$ cat config.mk
export PLATFORM = sky130hd
export DESIGN_NAME = tx_clock_power_config_regs
export DESIGN_NICKNAME = d
export VERILOG_FILES = /design/src/hdl/tx_cfg_pkg.sv /design/src/hdl/baud_div_if.sv /design/src/hdl/baud_divider.sv /design/src/hdl/tx_clock_power_config_regs.sv
export SDC_FILE = /design/constraint.sdc
export NUM_CORES = 1
export LEC_CHECK = 0
export BUFFER_PORTS_ARGS = -buffer_cell sky130_fd_sc_hd__buf_2
export CORE_MARGIN = 4
export CORE_UTILIZATION = 60
export CTS_CLUSTER_SIZE = 20
export DETAILED_ROUTE_END_ITERATION = 7
export PLACE_DENSITY = 0.87
export RECOVER_POWER = 25
export SYNTH_ARGS = -nofsm -noshare
export SYNTH_HDL_FRONTEND = slang
export SYNTH_SLANG_ARGS = --single-unit
$ cat constraint.sdc
create_clock -name clk -period 4.94 [get_ports clk]
set_input_delay 0 -clock clk [delete_from_list [all_inputs] [get_ports clk]]
set_output_delay 0 -clock clk [all_outputs]
set_load 0.005 [all_outputs]
$ cat src/hdl/tx_cfg_pkg.sv
// Constants of the transmitter clock and power configuration register bank.
// Assumes an 8-bit register port with a 5-bit register address.
package tx_cfg_pkg;
  localparam logic [4:0] addr_clock_output_start_delay_baud_postdiv = 5'h01;
  localparam logic [4:0] addr_baud_predivider           = 5'h02;
  localparam logic [4:0] addr_power_down_select         = 5'h03;
  localparam logic [4:0] addr_gaussian_shaping_step     = 5'h04;
  localparam logic [4:0] addr_amp_boost_control         = 5'h05;
  localparam logic [4:0] addr_amp_drive_strength        = 5'h06;
  localparam int         delay_msb                      = 7;
  localparam int         delay_lsb                      = 6;
  localparam int         postdiv_msb                    = 2;
  localparam logic [1:0] delay_reset                    = 2'h2;
  localparam logic [2:0] postdiv_reset                  = 3'h1;
  localparam logic [2:0] postdiv_max                    = 3'h5;
  localparam logic [7:0] prediv_reset                   = 8'h03;
  localparam logic [7:0] prediv_min                     = 8'h03;
  localparam logic [1:0] pwdn_shutdown                  = 2'h0;
  localparam logic [1:0] pwdn_standby                   = 2'h1;
  localparam logic [1:0] pwdn_quick                     = 2'h2;
  localparam logic [1:0] pwdn_revert                    = 2'h3;
  localparam logic [5:0] step_reset                     = 6'h00;
  localparam logic [2:0] boost_rsv_reset                = 3'h4;
  localparam logic [2:0] drive_rsv_reset                = 3'h4;
  localparam logic [2:0] drive_reset                    = 3'h0;
  localparam logic [9:0] delay_base_cycles              = 10'h040;
  localparam logic [1:0] xdiv_reset                     = 2'h1;
  localparam logic [2:0] xdiv_base                      = 3'h4;
endpackage

$ cat src/hdl/baud_div_if.sv
// Interface carrying divider settings and the enable pulses they produce.
// Assumes one clock shared by both ends.
`timescale 1ns/1ps
`default_nettype none
interface baud_div_if;
  logic       tick;
  logic [7:0] prediv;
  logic [2:0] postdiv;
  logic       baud_en;
  modport ctrl (output tick, output prediv, output postdiv, input baud_en);
  modport div  (input tick, input prediv, input postdiv, output baud_en);
endinterface
`default_nettype wire

$ cat src/hdl/baud_divider.sv
// Two-stage baud enable divider: predivider then post-divider.
// Assumes tick is a one-cycle enable at the divided crystal clock rate.
`timescale 1ns/1ps
`default_nettype none
module baud_divider (
  // Clock and reset
  input  wire logic clk,
  input  wire logic sys_rst,
  // Settings and output
  baud_div_if.div   bd
);
  logic [7:0] pre_cnt_reg;
  logic [2:0] post_cnt_reg;
  logic       pre_wrap;
  logic       post_wrap;
  logic       out_reg;

  // Reserved codes below the minimum are clamped so the divider never stalls.
  assign pre_wrap  = bd.tick && (pre_cnt_reg + 8'h01 >= bd.prediv);
  assign post_wrap = pre_wrap && (post_cnt_reg + 3'h1 >= bd.postdiv);
  assign bd.baud_en = out_reg;

  always_ff @(posedge clk) begin
    if (sys_rst) begin
      pre_cnt_reg  <= 8'h00;
      post_cnt_reg <= 3'h0;
      out_reg      <= 1'b0;
    end else begin
      out_reg <= post_wrap; // RL15
      if (bd.tick) begin
        pre_cnt_reg <= pre_wrap ? 8'h00 : pre_cnt_reg + 8'h01; // RL4
      end
      if (pre_wrap) begin
        post_cnt_reg <= post_wrap ? 3'h0 : post_cnt_reg + 3'h1; // RL3
      end
    end
  end
endmodule
`default_nettype wire

$ cat src/hdl/tx_clock_power_config_regs.sv
// Clock-output delay, baud divider, power-down and amplifier registers.
// Assumes a synchronous 8-bit register port and a low-power request level.
//
// Behaviour
// RL1: Clock output stays idle 64/128/256/512 cycles by delay code; resets to 2.
// RL2: Delay counts divided crystal cycles, only on shutdown to normal transition.
// RL3: Post-divider bits 2:0 divide by code 1..5; resets to 1.
// RL4: Predivider divides by its code 3..255; resets to 3.
// RL5: Host must not program predivider codes 0, 1 or 2.
// RL6: Shutdown select turns off oscillator, synthesiser and amplifier.
// RL7: Standby keeps oscillator, turns off synthesiser and amplifier.
// RL8: Quick resume keeps oscillator and synthesiser, turns off amplifier.
// RL9: A written power-down code 3 becomes code 2.
// RL10: Six-bit shaping step in bits 5:0, reset zero, feeds modulator.
// RL11: Boost bit 0 selects boosted amplifier power; reset clear.
// RL12: Host writes reserved bits with their reset values.
// RL13: Driver count field enables code plus one amplifier drivers.
// RL14: Digital tick is crystal clock divided by 4, 5, 6 or 7.
// RL15: Baud rate is predivider then post-divider, product ratio.
// RL16: Fields read back as written; unused bits read zero.
`timescale 1ns/1ps
`default_nettype none
module tx_clock_power_config_regs (
  // Clock and reset
  input  wire logic       clk,
  input  wire logic       sys_rst,
  // Register port
  input  wire logic       reg_wr,
  input  wire logic [4:0] reg_addr,
  input  wire logic [7:0] reg_wdata,
  output logic      [7:0] reg_rdata,
  // Crystal divider setting and power state request
  input  wire logic [1:0] crystal_clock_divider,
  input  wire logic       low_power_req,
  // Block enables
  output logic            crystal_oscillator_en,
  output logic            synth_en,
  output logic            power_amplifier_en,
  // Analog settings
  output logic      [5:0] shaping_step,
  output logic            amp_boost,
  output logic      [7:0] amp_driver_enables,
  // Clocks
  output logic            baud_en,
  output logic            clock_output_pin
);
  typedef enum logic [1:0] {st_off, st_wait, st_run} clk_state_type;

  // ---------------------------------------------------------------
  // Registers
  // ---------------------------------------------------------------
  logic [1:0]    delay_reg;
  logic [2:0]    postdiv_reg;
  logic [7:0]    prediv_reg;
  logic [1:0]    pwdn_reg;
  logic [5:0]    step_reg;
  logic [2:0]    boost_reg;
  logic [2:0]    drive_rsv_reg;
  logic [2:0]    drive_reg;
  logic [2:0]    xdiv_cnt_reg;
  logic          tick_reg;
  logic [9:0]    wait_cnt_reg;
  logic          clock_output_pin_reg;
  logic          lp_reg;
  clk_state_type state_reg;
  clk_state_type state_next;
  logic [1:0]    pwdn_wdata;
  logic [2:0]    xdiv_last;
  logic [9:0]    delay_cycles;
  logic          in_shutdown;

  assign pwdn_wdata   = (reg_wdata[1:0] == tx_cfg_pkg::pwdn_revert) ?
                        tx_cfg_pkg::pwdn_quick : reg_wdata[1:0]; // RL9
  assign xdiv_last    = tx_cfg_pkg::xdiv_base + {1'b0, crystal_clock_divider} - 3'h1;
  assign delay_cycles = tx_cfg_pkg::delay_base_cycles << delay_reg; // RL1
  assign in_shutdown  = lp_reg && (pwdn_reg == tx_cfg_pkg::pwdn_shutdown);

  always_ff @(posedge clk) begin
    if (sys_rst) begin
      delay_reg     <= tx_cfg_pkg::delay_reset;
      postdiv_reg   <= tx_cfg_pkg::postdiv_reset;
      prediv_reg    <= tx_cfg_pkg::prediv_reset;
      pwdn_reg      <= tx_cfg_pkg::pwdn_shutdown;
      step_reg      <= tx_cfg_pkg::step_reset;
      boost_reg     <= tx_cfg_pkg::boost_rsv_reset;
      drive_rsv_reg <= tx_cfg_pkg::drive_rsv_reset;
      drive_reg     <= tx_cfg_pkg::drive_reset;
    end else if (reg_wr) begin
      case (reg_addr)
        tx_cfg_pkg::addr_clock_output_start_delay_baud_postdiv: begin
          delay_reg   <= reg_wdata[tx_cfg_pkg::delay_msb:tx_cfg_pkg::delay_lsb];
          postdiv_reg <= reg_wdata[tx_cfg_pkg::postdiv_msb:0]; // RL3
        end
        tx_cfg_pkg::addr_baud_predivider:       prediv_reg <= reg_wdata; // RL4
        tx_cfg_pkg::addr_power_down_select:     pwdn_reg   <= pwdn_wdata; // RL9
        tx_cfg_pkg::addr_gaussian_shaping_step: step_reg   <= reg_wdata[5:0]; // RL10
        tx_cfg_pkg::addr_amp_boost_control:     boost_reg  <= reg_wdata[2:0]; // RL11
        tx_cfg_pkg::addr_amp_drive_strength: begin
          drive_rsv_reg <= reg_wdata[7:5];
          drive_reg     <= reg_wdata[2:0]; // RL13
        end
        default: begin
        end
      endcase
    end
  end

  // ---------------------------------------------------------------
  // Read back
  // ---------------------------------------------------------------
  always_ff @(posedge clk) begin
    if (sys_rst) begin
      reg_rdata <= 8'h00;
    end else begin
      case (reg_addr)
        tx_cfg_pkg::addr_clock_output_start_delay_baud_postdiv: reg_rdata <= {delay_reg, 3'h0, postdiv_reg};
        tx_cfg_pkg::addr_baud_predivider:           reg_rdata <= prediv_reg;
        tx_cfg_pkg::addr_power_down_select:         reg_rdata <= {6'h00, pwdn_reg};
        tx_cfg_pkg::addr_gaussian_shaping_step:     reg_rdata <= {2'h0, step_reg};
        tx_cfg_pkg::addr_amp_boost_control:         reg_rdata <= {5'h00, boost_reg};
        tx_cfg_pkg::addr_amp_drive_strength:        reg_rdata <= {drive_rsv_reg, 2'h0, drive_reg};
        default:                                    reg_rdata <= 8'h00; // RL16
      endcase
    end
  end

  // ---------------------------------------------------------------
  // Power state and divided crystal tick
  // ---------------------------------------------------------------
  // The tick is held low while the oscillator is off, so shutdown freezes the baud divider and clears the tick and delay counts.
  always_ff @(posedge clk) begin
    if (sys_rst) begin
      lp_reg       <= 1'b0;
      xdiv_cnt_reg <= 3'h0;
      tick_reg     <= 1'b0;
    end else begin
      lp_reg <= low_power_req;
      if (in_shutdown) begin
        xdiv_cnt_reg <= 3'h0;
        tick_reg     <= 1'b0;
      end else begin
        xdiv_cnt_reg <= (xdiv_cnt_reg >= xdiv_last) ? 3'h0 : xdiv_cnt_reg + 3'h1; // RL14
        tick_reg     <= (xdiv_cnt_reg >= xdiv_last); // RL14
      end
    end
  end

  // ---------------------------------------------------------------
  // Block enables and analog settings
  // ---------------------------------------------------------------
  // Standby and quick resume differ only in the synthesiser, so one compare covers both.
  assign crystal_oscillator_en = !in_shutdown; // RL6
  assign synth_en              = !(lp_reg && (pwdn_reg != tx_cfg_pkg::pwdn_quick)); // RL7
  assign power_amplifier_en    = !lp_reg; // RL8
  assign shaping_step          = step_reg; // RL10
  assign amp_boost             = boost_reg[0]; // RL11
  // Drivers are enabled from the bottom up, so the count becomes a thermometer code.
  assign amp_driver_enables    = 8'hff >> (3'h7 - drive_reg); // RL13

  // ---------------------------------------------------------------
  // Clock output start delay
  // ---------------------------------------------------------------
  always_comb begin
    state_next = state_reg;
    case (state_reg)
      st_off:  state_next = in_shutdown ? st_off : st_wait; // RL2
      st_wait: begin
        if (in_shutdown) begin
          state_next = st_off;
        end else if (tick_reg && (wait_cnt_reg + 10'h001 >= delay_cycles)) begin
          state_next = st_run; // RL1
        end
      end
      st_run:  state_next = in_shutdown ? st_off : st_run;
      default: state_next = st_off;
    endcase
  end

  // The delay restarts only from shutdown; standby and quick resume keep toggling.
  always_ff @(posedge clk) begin
    if (sys_rst) begin
      state_reg    <= st_off;
      wait_cnt_reg <= 10'h000;
      clock_output_pin_reg   <= 1'b0;
    end else begin
      state_reg <= state_next;
      if (state_reg != st_wait) begin
        wait_cnt_reg <= 10'h000;
      end else if (tick_reg) begin
        wait_cnt_reg <= wait_cnt_reg + 10'h001; // RL2
      end
      if (state_reg != st_run) begin
        clock_output_pin_reg <= 1'b0; // RL1
      end else if (tick_reg) begin
        clock_output_pin_reg <= !clock_output_pin_reg;
      end
    end
  end

  assign clock_output_pin = clock_output_pin_reg;

  // ---------------------------------------------------------------
  // Baud divider
  // ---------------------------------------------------------------
  baud_div_if bd ();

  assign bd.tick    = tick_reg;
  // Reserved codes are replaced here and not at write time, so they still read back
  // exactly as written while the divider keeps running at a legal ratio.
  assign bd.prediv  = (prediv_reg < tx_cfg_pkg::prediv_min) ? tx_cfg_pkg::prediv_min : prediv_reg;
  assign bd.postdiv = (postdiv_reg == 3'h0 || postdiv_reg > tx_cfg_pkg::postdiv_max) ?
                      tx_cfg_pkg::postdiv_reset : postdiv_reg;
  assign baud_en    = bd.baud_en;

  baud_divider u_baud (
    .clk     (clk),
    .sys_rst (sys_rst),
    .bd      (bd)
  );
endmodule
`default_nettype wire

# Word level (Yosys, flattened, before mapping)
# Index checks and enable logic that the tools add are counted.
[classes]
addsub = 7
order_cmp = 6
n_reduce_logical = 23
mux = 11
shift = 2
n_eq_ne = 13
[ops]
columns = ["operator", "count"]
rows = [
  ["8-bit one-hot mux with 6 select lines", 1],
  ["8-bit 2-to-1 mux", 2],
  ["5-bit by 3-bit equality test with 1-bit output, second input constant", 3],
  ["2-bit AND reduction", 6],
  ["10-bit by 1-bit adder with 10-bit output, second input constant", 1],
  ["5-bit by 2-bit equality test with 1-bit output, second input constant", 2],
  ["10-bit >= comparator", 1],
  ["7-bit by 2-bit left shift with 10-bit output, first input constant", 1],
  ["8-bit by 1-bit adder with 8-bit output, second input constant", 1],
  ["8-bit >= comparator", 1],
  ["8-bit by 2-bit < comparator with 1-bit output, second input constant", 1],
  ["2-bit 2-to-1 mux", 4],
  ["8-bit by 3-bit >> shifter with 8-bit output, first input constant", 1],
  ["3-bit by 1-bit adder with 3-bit output, second input constant", 2],
  ["3-bit >= comparator", 2],
  ["3-bit 2-to-1 mux", 2],
  ["2-bit one-hot mux with 3 select lines", 1],
  ["2-bit OR reduction", 3],
  ["5-bit by 1-bit equality test with 1-bit output, second input constant", 1],
  ["1-bit logical AND", 5],
  ["2-bit equality test, second input constant", 2],
  ["1-bit logical NOT", 4],
  ["2-bit logical NOT", 2],
  ["2-bit != test, second input constant", 2],
  ["other kinds (11)", 11],
]
[word_totals]
elab_cells = 80
in_bits = 19
output_inout_bits = 28
ff_bits = 68

# Depth between registers and ports, before layout
[depth]
ltp_word = 6
mapped_depth = 10
mapped_depth_nobuf = 10

# Hierarchy
# Synthesis repeated with hierarchy kept, for this count alone.
[unflattened]
cells_unflattened = 424
hier_area_um2 = 3648.5
[by_module_without_submodules]
columns = ["mod", "area_each_um2", "cells_each", "seq_area_each_um2", "instances"]
rows = [
  ["tx_clock_power_config_regs", 2760.1, 315, 1121.1, 1],
  ["baud_divider", 888.4, 109, 240.2, 1],
]

# Worst setup path before layout
# Ideal clock, no wire load.
[synth_timing]
kind = "reg2reg"
from = "reg u_baud.pre_cnt_reg[0]"
to = "reg u_baud.post_cnt_reg[2]"
setup_ns = 0.117
period_less_slack_ns = 2.231
arrival_ns = 2.114
path_buffers = 0
slack_ns = 2.709
path_stages_with_launch = 11
required_ns = 4.823
cell_sequence = "dfxtp_1 and3_1 nand3_1 nor2_1 xor2_1 ha_1 a21oi_1 nand2_1 a311oi_2 nor3_1 a32o_1"
[synth_between]
elab_chain_len = 5
[synth_rtl]
columns = ["item", "line_no", "rtl"]
rows = [
  ["start, declared", "baud_divider.sv:12", "logic [7:0] pre_cnt_reg;"],
  ["start signal, assigned", "baud_divider.sv:31", "pre_cnt_reg <= pre_wrap ? 8'h00 : pre_cnt_reg + 8'h01;"],
  ["8-bit by 1-bit adder with 8-bit output (*)", "baud_divider.sv:19", "assign pre_wrap = bd.tick && (pre_cnt_reg + 8'h01 >= bd.prediv);"],
  ["8-bit >= comparator (*)", "baud_divider.sv:19", ""],
  ["1-bit logical AND (*)", "baud_divider.sv:19", ""],
  ["1-bit logical AND", "baud_divider.sv:20", "assign post_wrap = pre_wrap && (post_cnt_reg + 3'h1 >= bd.postdiv);"],
  ["3-bit 2-to-1 mux", "baud_divider.sv:34", "post_cnt_reg <= post_wrap ? 3'h0 : post_cnt_reg + 3'h1;"],
  ["end signal, assigned", "baud_divider.sv:34", ""],
  ["end, declared", "baud_divider.sv:13", "logic [2:0] post_cnt_reg;"],
]
# Mark *: on every way between the ends. The rest lies on a longest branch, timed or not.
# A chain may end at the register's enable or synchronous reset.

# Final worst setup path
# Same ends and word-level chain as after synthesis.

==> metrics.md <==
| Metric | Value |
|---|---|
| YS warnings | `0` |
| Site Rows | `27` |
| Post-route DRC | `0` |
| Footprint of the multi-input gates | `1980 um^2` |
| Period utilisation layout | `0.526` |
| Initial Utilization | `0.628` |
| Post-Layout Cell Count | `534` |
| Post-Synthesis Cells | `411` |
| Mapped Area | `3520 um^2` |
| Detailed router's first-iteration violation count | `203` |
| Routed wl met3 | `523 um` |
| Slew Limit Headroom | `0.514` |
| Post-Route WL | `7970 um` |
| Critical Path AT | `2.84 ns` |
| Crit. End Element | `flop` |
| Average size of a mapped cell | `8.56 um^2` |
| Top post-synthesis cells by area | `dfxtp_1 (39%), ha_1 (10%), nand3_1 (5.7%)` |
| Top cells by count, synth | `dfxtp_1 (68), nand2_1 (49), nand3_1 (40)` |
| CP Depth | `10` |
| Final worst setup slack | `2.34 ns` |
| WHS Path Cells | `4` |
| Crit start category | `flop` |
| Final design utilization | `0.721` |
| Die width | `84.6 um` |
| Antenna violations before repair | `0` |
| Cell with the most instances after synthesis | `dfxtp_1` |
| Die H | `84.6 um` |
| Reg2Reg Depth | `10` |
| Tmin final | `2.60 ns` |
| Fin. max-slew vios | `0` |
| Final setup violation count | `0` |
| Crit path max fanout | `6` |
| Synth async-reset ratio | `0` |
| Post-DP HPWL | `5580 um` |
| Total power | `1.22 mW` |
| Hold WC Path Type | `in2reg` |
| Largest net degree at the start of global routing | `37` |
| Pleak | `1.64 nW` |
| Clock power frac | `0.465` |
| Crit path required time | `5.19 ns` |
| Status | `complete, no violations` |
| Final #Nets | `504` |
| Switching pwr | `0.291 mW` |
| Top Layer Used | `met4` |
| Seq cells post-synth | `68` |
| Sink Count | `68` |
| Area leader, netlist | `dfxtp_1` |
| CP max-delay cell | `a311oi_2` |
| Dominant synthesized flop cell | `dfxtp_1` |
| Post-CTS sizing | `0` |
| Pwr dens | `302 nW/um^2` |
| Skew final | `0.00741 ns` |
| VDD IR-drop max | `0.000229 V` |
| M1 WL | `3430 um` |
| Hold Slack | `0.0620 ns` |
| GRT Util Overall | `0.238` |
| RSZ-0062 raised after global routing | `no` |
| Post-DP Area | `3730 um^2` |
| Buf/Inv on CP | `0` |
| Post-route cell area | `4040 um^2` |
| Postcts setup bufs | `0` |
| Filler cells | `444` |
| Switching Fraction | `0.239` |
| Flop pwr share | `0.463` |
| Global placer's final weighted congestion | `0.891` |
| Post-route setup TNS | `0 ns` |
| Setup Slack @ Placement | `2.42 ns` |
| Fin. Hold Viols | `0` |
| Core Area | `5610 um^2` |
| Die ar. | `7160 um^2` |
| Comb power frac | `0.072` |
| Clock tree buffer depth | `2` |
| Area growth from synthesis to layout | `14.9%` |
| F_max | `0.385 GHz` |
| # port buffers | `45` |
| Sequential area share after synthesis | `0.387` |
| Max reg flops | `10` |
| I/O pin cnt | `47` |
| Max_cap viols | `0` |
| Vias in the first global route | `3146` |
| Post-synth EDFFs | `0` |
| DR WL/cell | `14.9 um` |
| CP top delay family | `compound AO/OA/AOI/OAI gates` |
| Count of cell types in the netlist | `51` |
| DR pass1 iterations | `4` |
| Register Area | `1360 um^2` |
| Share of cells above drive strength 1 | `0.123` |
| Global-route wire length before repair | `14000 um` |
| Area share of the largest cell type after synthesis | `0.387` |
| Clock Latency Late Sink | `0.35 ns` |
| Max H-tree Level | `3` |
| Crit-path cells | `and3_1 -> nand3_1 -> nor2_1 -> xor2_1 -> ha_1 -> a21oi_1 -> nand2_1 -> a311oi_2 -> nor3_1 -> a32o_1` |
| Num CTS Buffers | `9` |
| GRT Residual Overflow | `0` |
| Final ANT Viol Nets | `0` |
| Reg clk slew, reported paths | `0.08 ns` |
| Metal2 WL | `3780 um` |
| Slew at the pin closest to its max-slew limit | `0.723 ns` |
| Syn Nets | `458` |
| Via density | `5.87` |
| Setup CP Type | `reg2reg` |
| Root Driver | `clkbuf_8` |
| Largest stage delay, worst path | `0.42 ns` |
| Diodes inserted | `0` |
| Internal Power | `0.929 mW` |
| Placed cell count | `509` |
| Via count | `3136` |
| CTS tree | `built` |
path summary, 6_finish.rpt:
| check | startpoint | endpoint | slack (ns) |
|---|---|---|---|
| setup reg to reg | u_baud.pre_cnt_reg[0] | u_baud.post_cnt_reg[2] | 2.34 |
| hold / removal | reg_addr[3] | postdiv_reg[2] | 0.06 |
| hold reg to reg | drive_rsv_reg[1] | drive_rsv_reg[1] | 0.46 |
| setup / recovery | u_baud.pre_cnt_reg[0] | u_baud.post_cnt_reg[2] | 2.34 |
what timing repair did:
item | in CTS | in global routing
setup endpoints to repair | 0 | 0
hold endpoints to repair | 28 | 0
hold buffers | 9 | 0
logic make-up after synthesis:
| logic type | count (synthesis) | share of synthesized area |
|---|---|---|
| multiplexers | 9 | 0.0267 |
| flip-flops | 68 | 0.387 |
| adder cells (fa/ha/maj) | 28 | 0.0995 |
| other | 1 | 0.00107 |
| AND/OR/NAND/NOR | 164 | 0.231 |
| XOR/XNOR | 21 | 0.0523 |
| AO/OA/AOI/OAI | 84 | 0.154 |
| buffers and inverters | 36 | 0.0487 |
routing by layer:
metal	global-route usage	vias to the layer above
met4	0.148	0
met5	0	-
li1	-	1541
met2	0.384	117
met1	0.291	1453
met3	0.0422	25
worst register-to-register path, delay by kind of cell, from the launching register on:
kind | cells | cell delay, ns
flops | 1 | 0.41
simple gates | 5 | 0.73
compound gates | 3 | 0.78
xor+xnor | 1 | 0.25
fa+ha+maj | 1 | 0.31
cell usage in the layout (no fill, tap or decap), drive strengths merged, types with 2 or more instances in the layout:
master       instances
dfxtp               68
o21ai               11
and2                 2
nand3               40
clkbuf              23
inv                 17
ha                  28
dlygate4sd3          9
nand4                8
nor3b                2
o21a                 5
or2                  2
a21o                 5
mux2                 3
a31oi                2
a21oi               36
nand2               50
nand2b               9
o211ai               2
buf                 31
bufinv               3
xnor2                7
a22oi                7
and3                 7
nor4                 2
mux2i                6
or3                  3
a22o                 7
nor3                 4
nor2                30
xor2                14
clkinv               3
power groups by stage:
stage,Clock (mW),Combinational [mW],Sequential [mW]
floorplan,0,0.0590,0.575
global placement,0,0.0780,0.578
detailed placement,0,0.0815,0.579
CTS,0.572,0.0877,0.566
global route,0.600,0.0994,0.567
finish,0.567,0.0878,0.566
final cells by class:
class | count | share of cell area
multi-input cells | 307 | 0.490
flip-flops and latches | 68 | 0.337
clock buffers | 9 | 0.0306
repair buffers | 54 | 0.0736
inverters | 17 | 0.0158
well taps | 72 | 0.0223
clock inverters | 7 | 0.0306
Note: power is estimated with default switching activity, not from simulation.
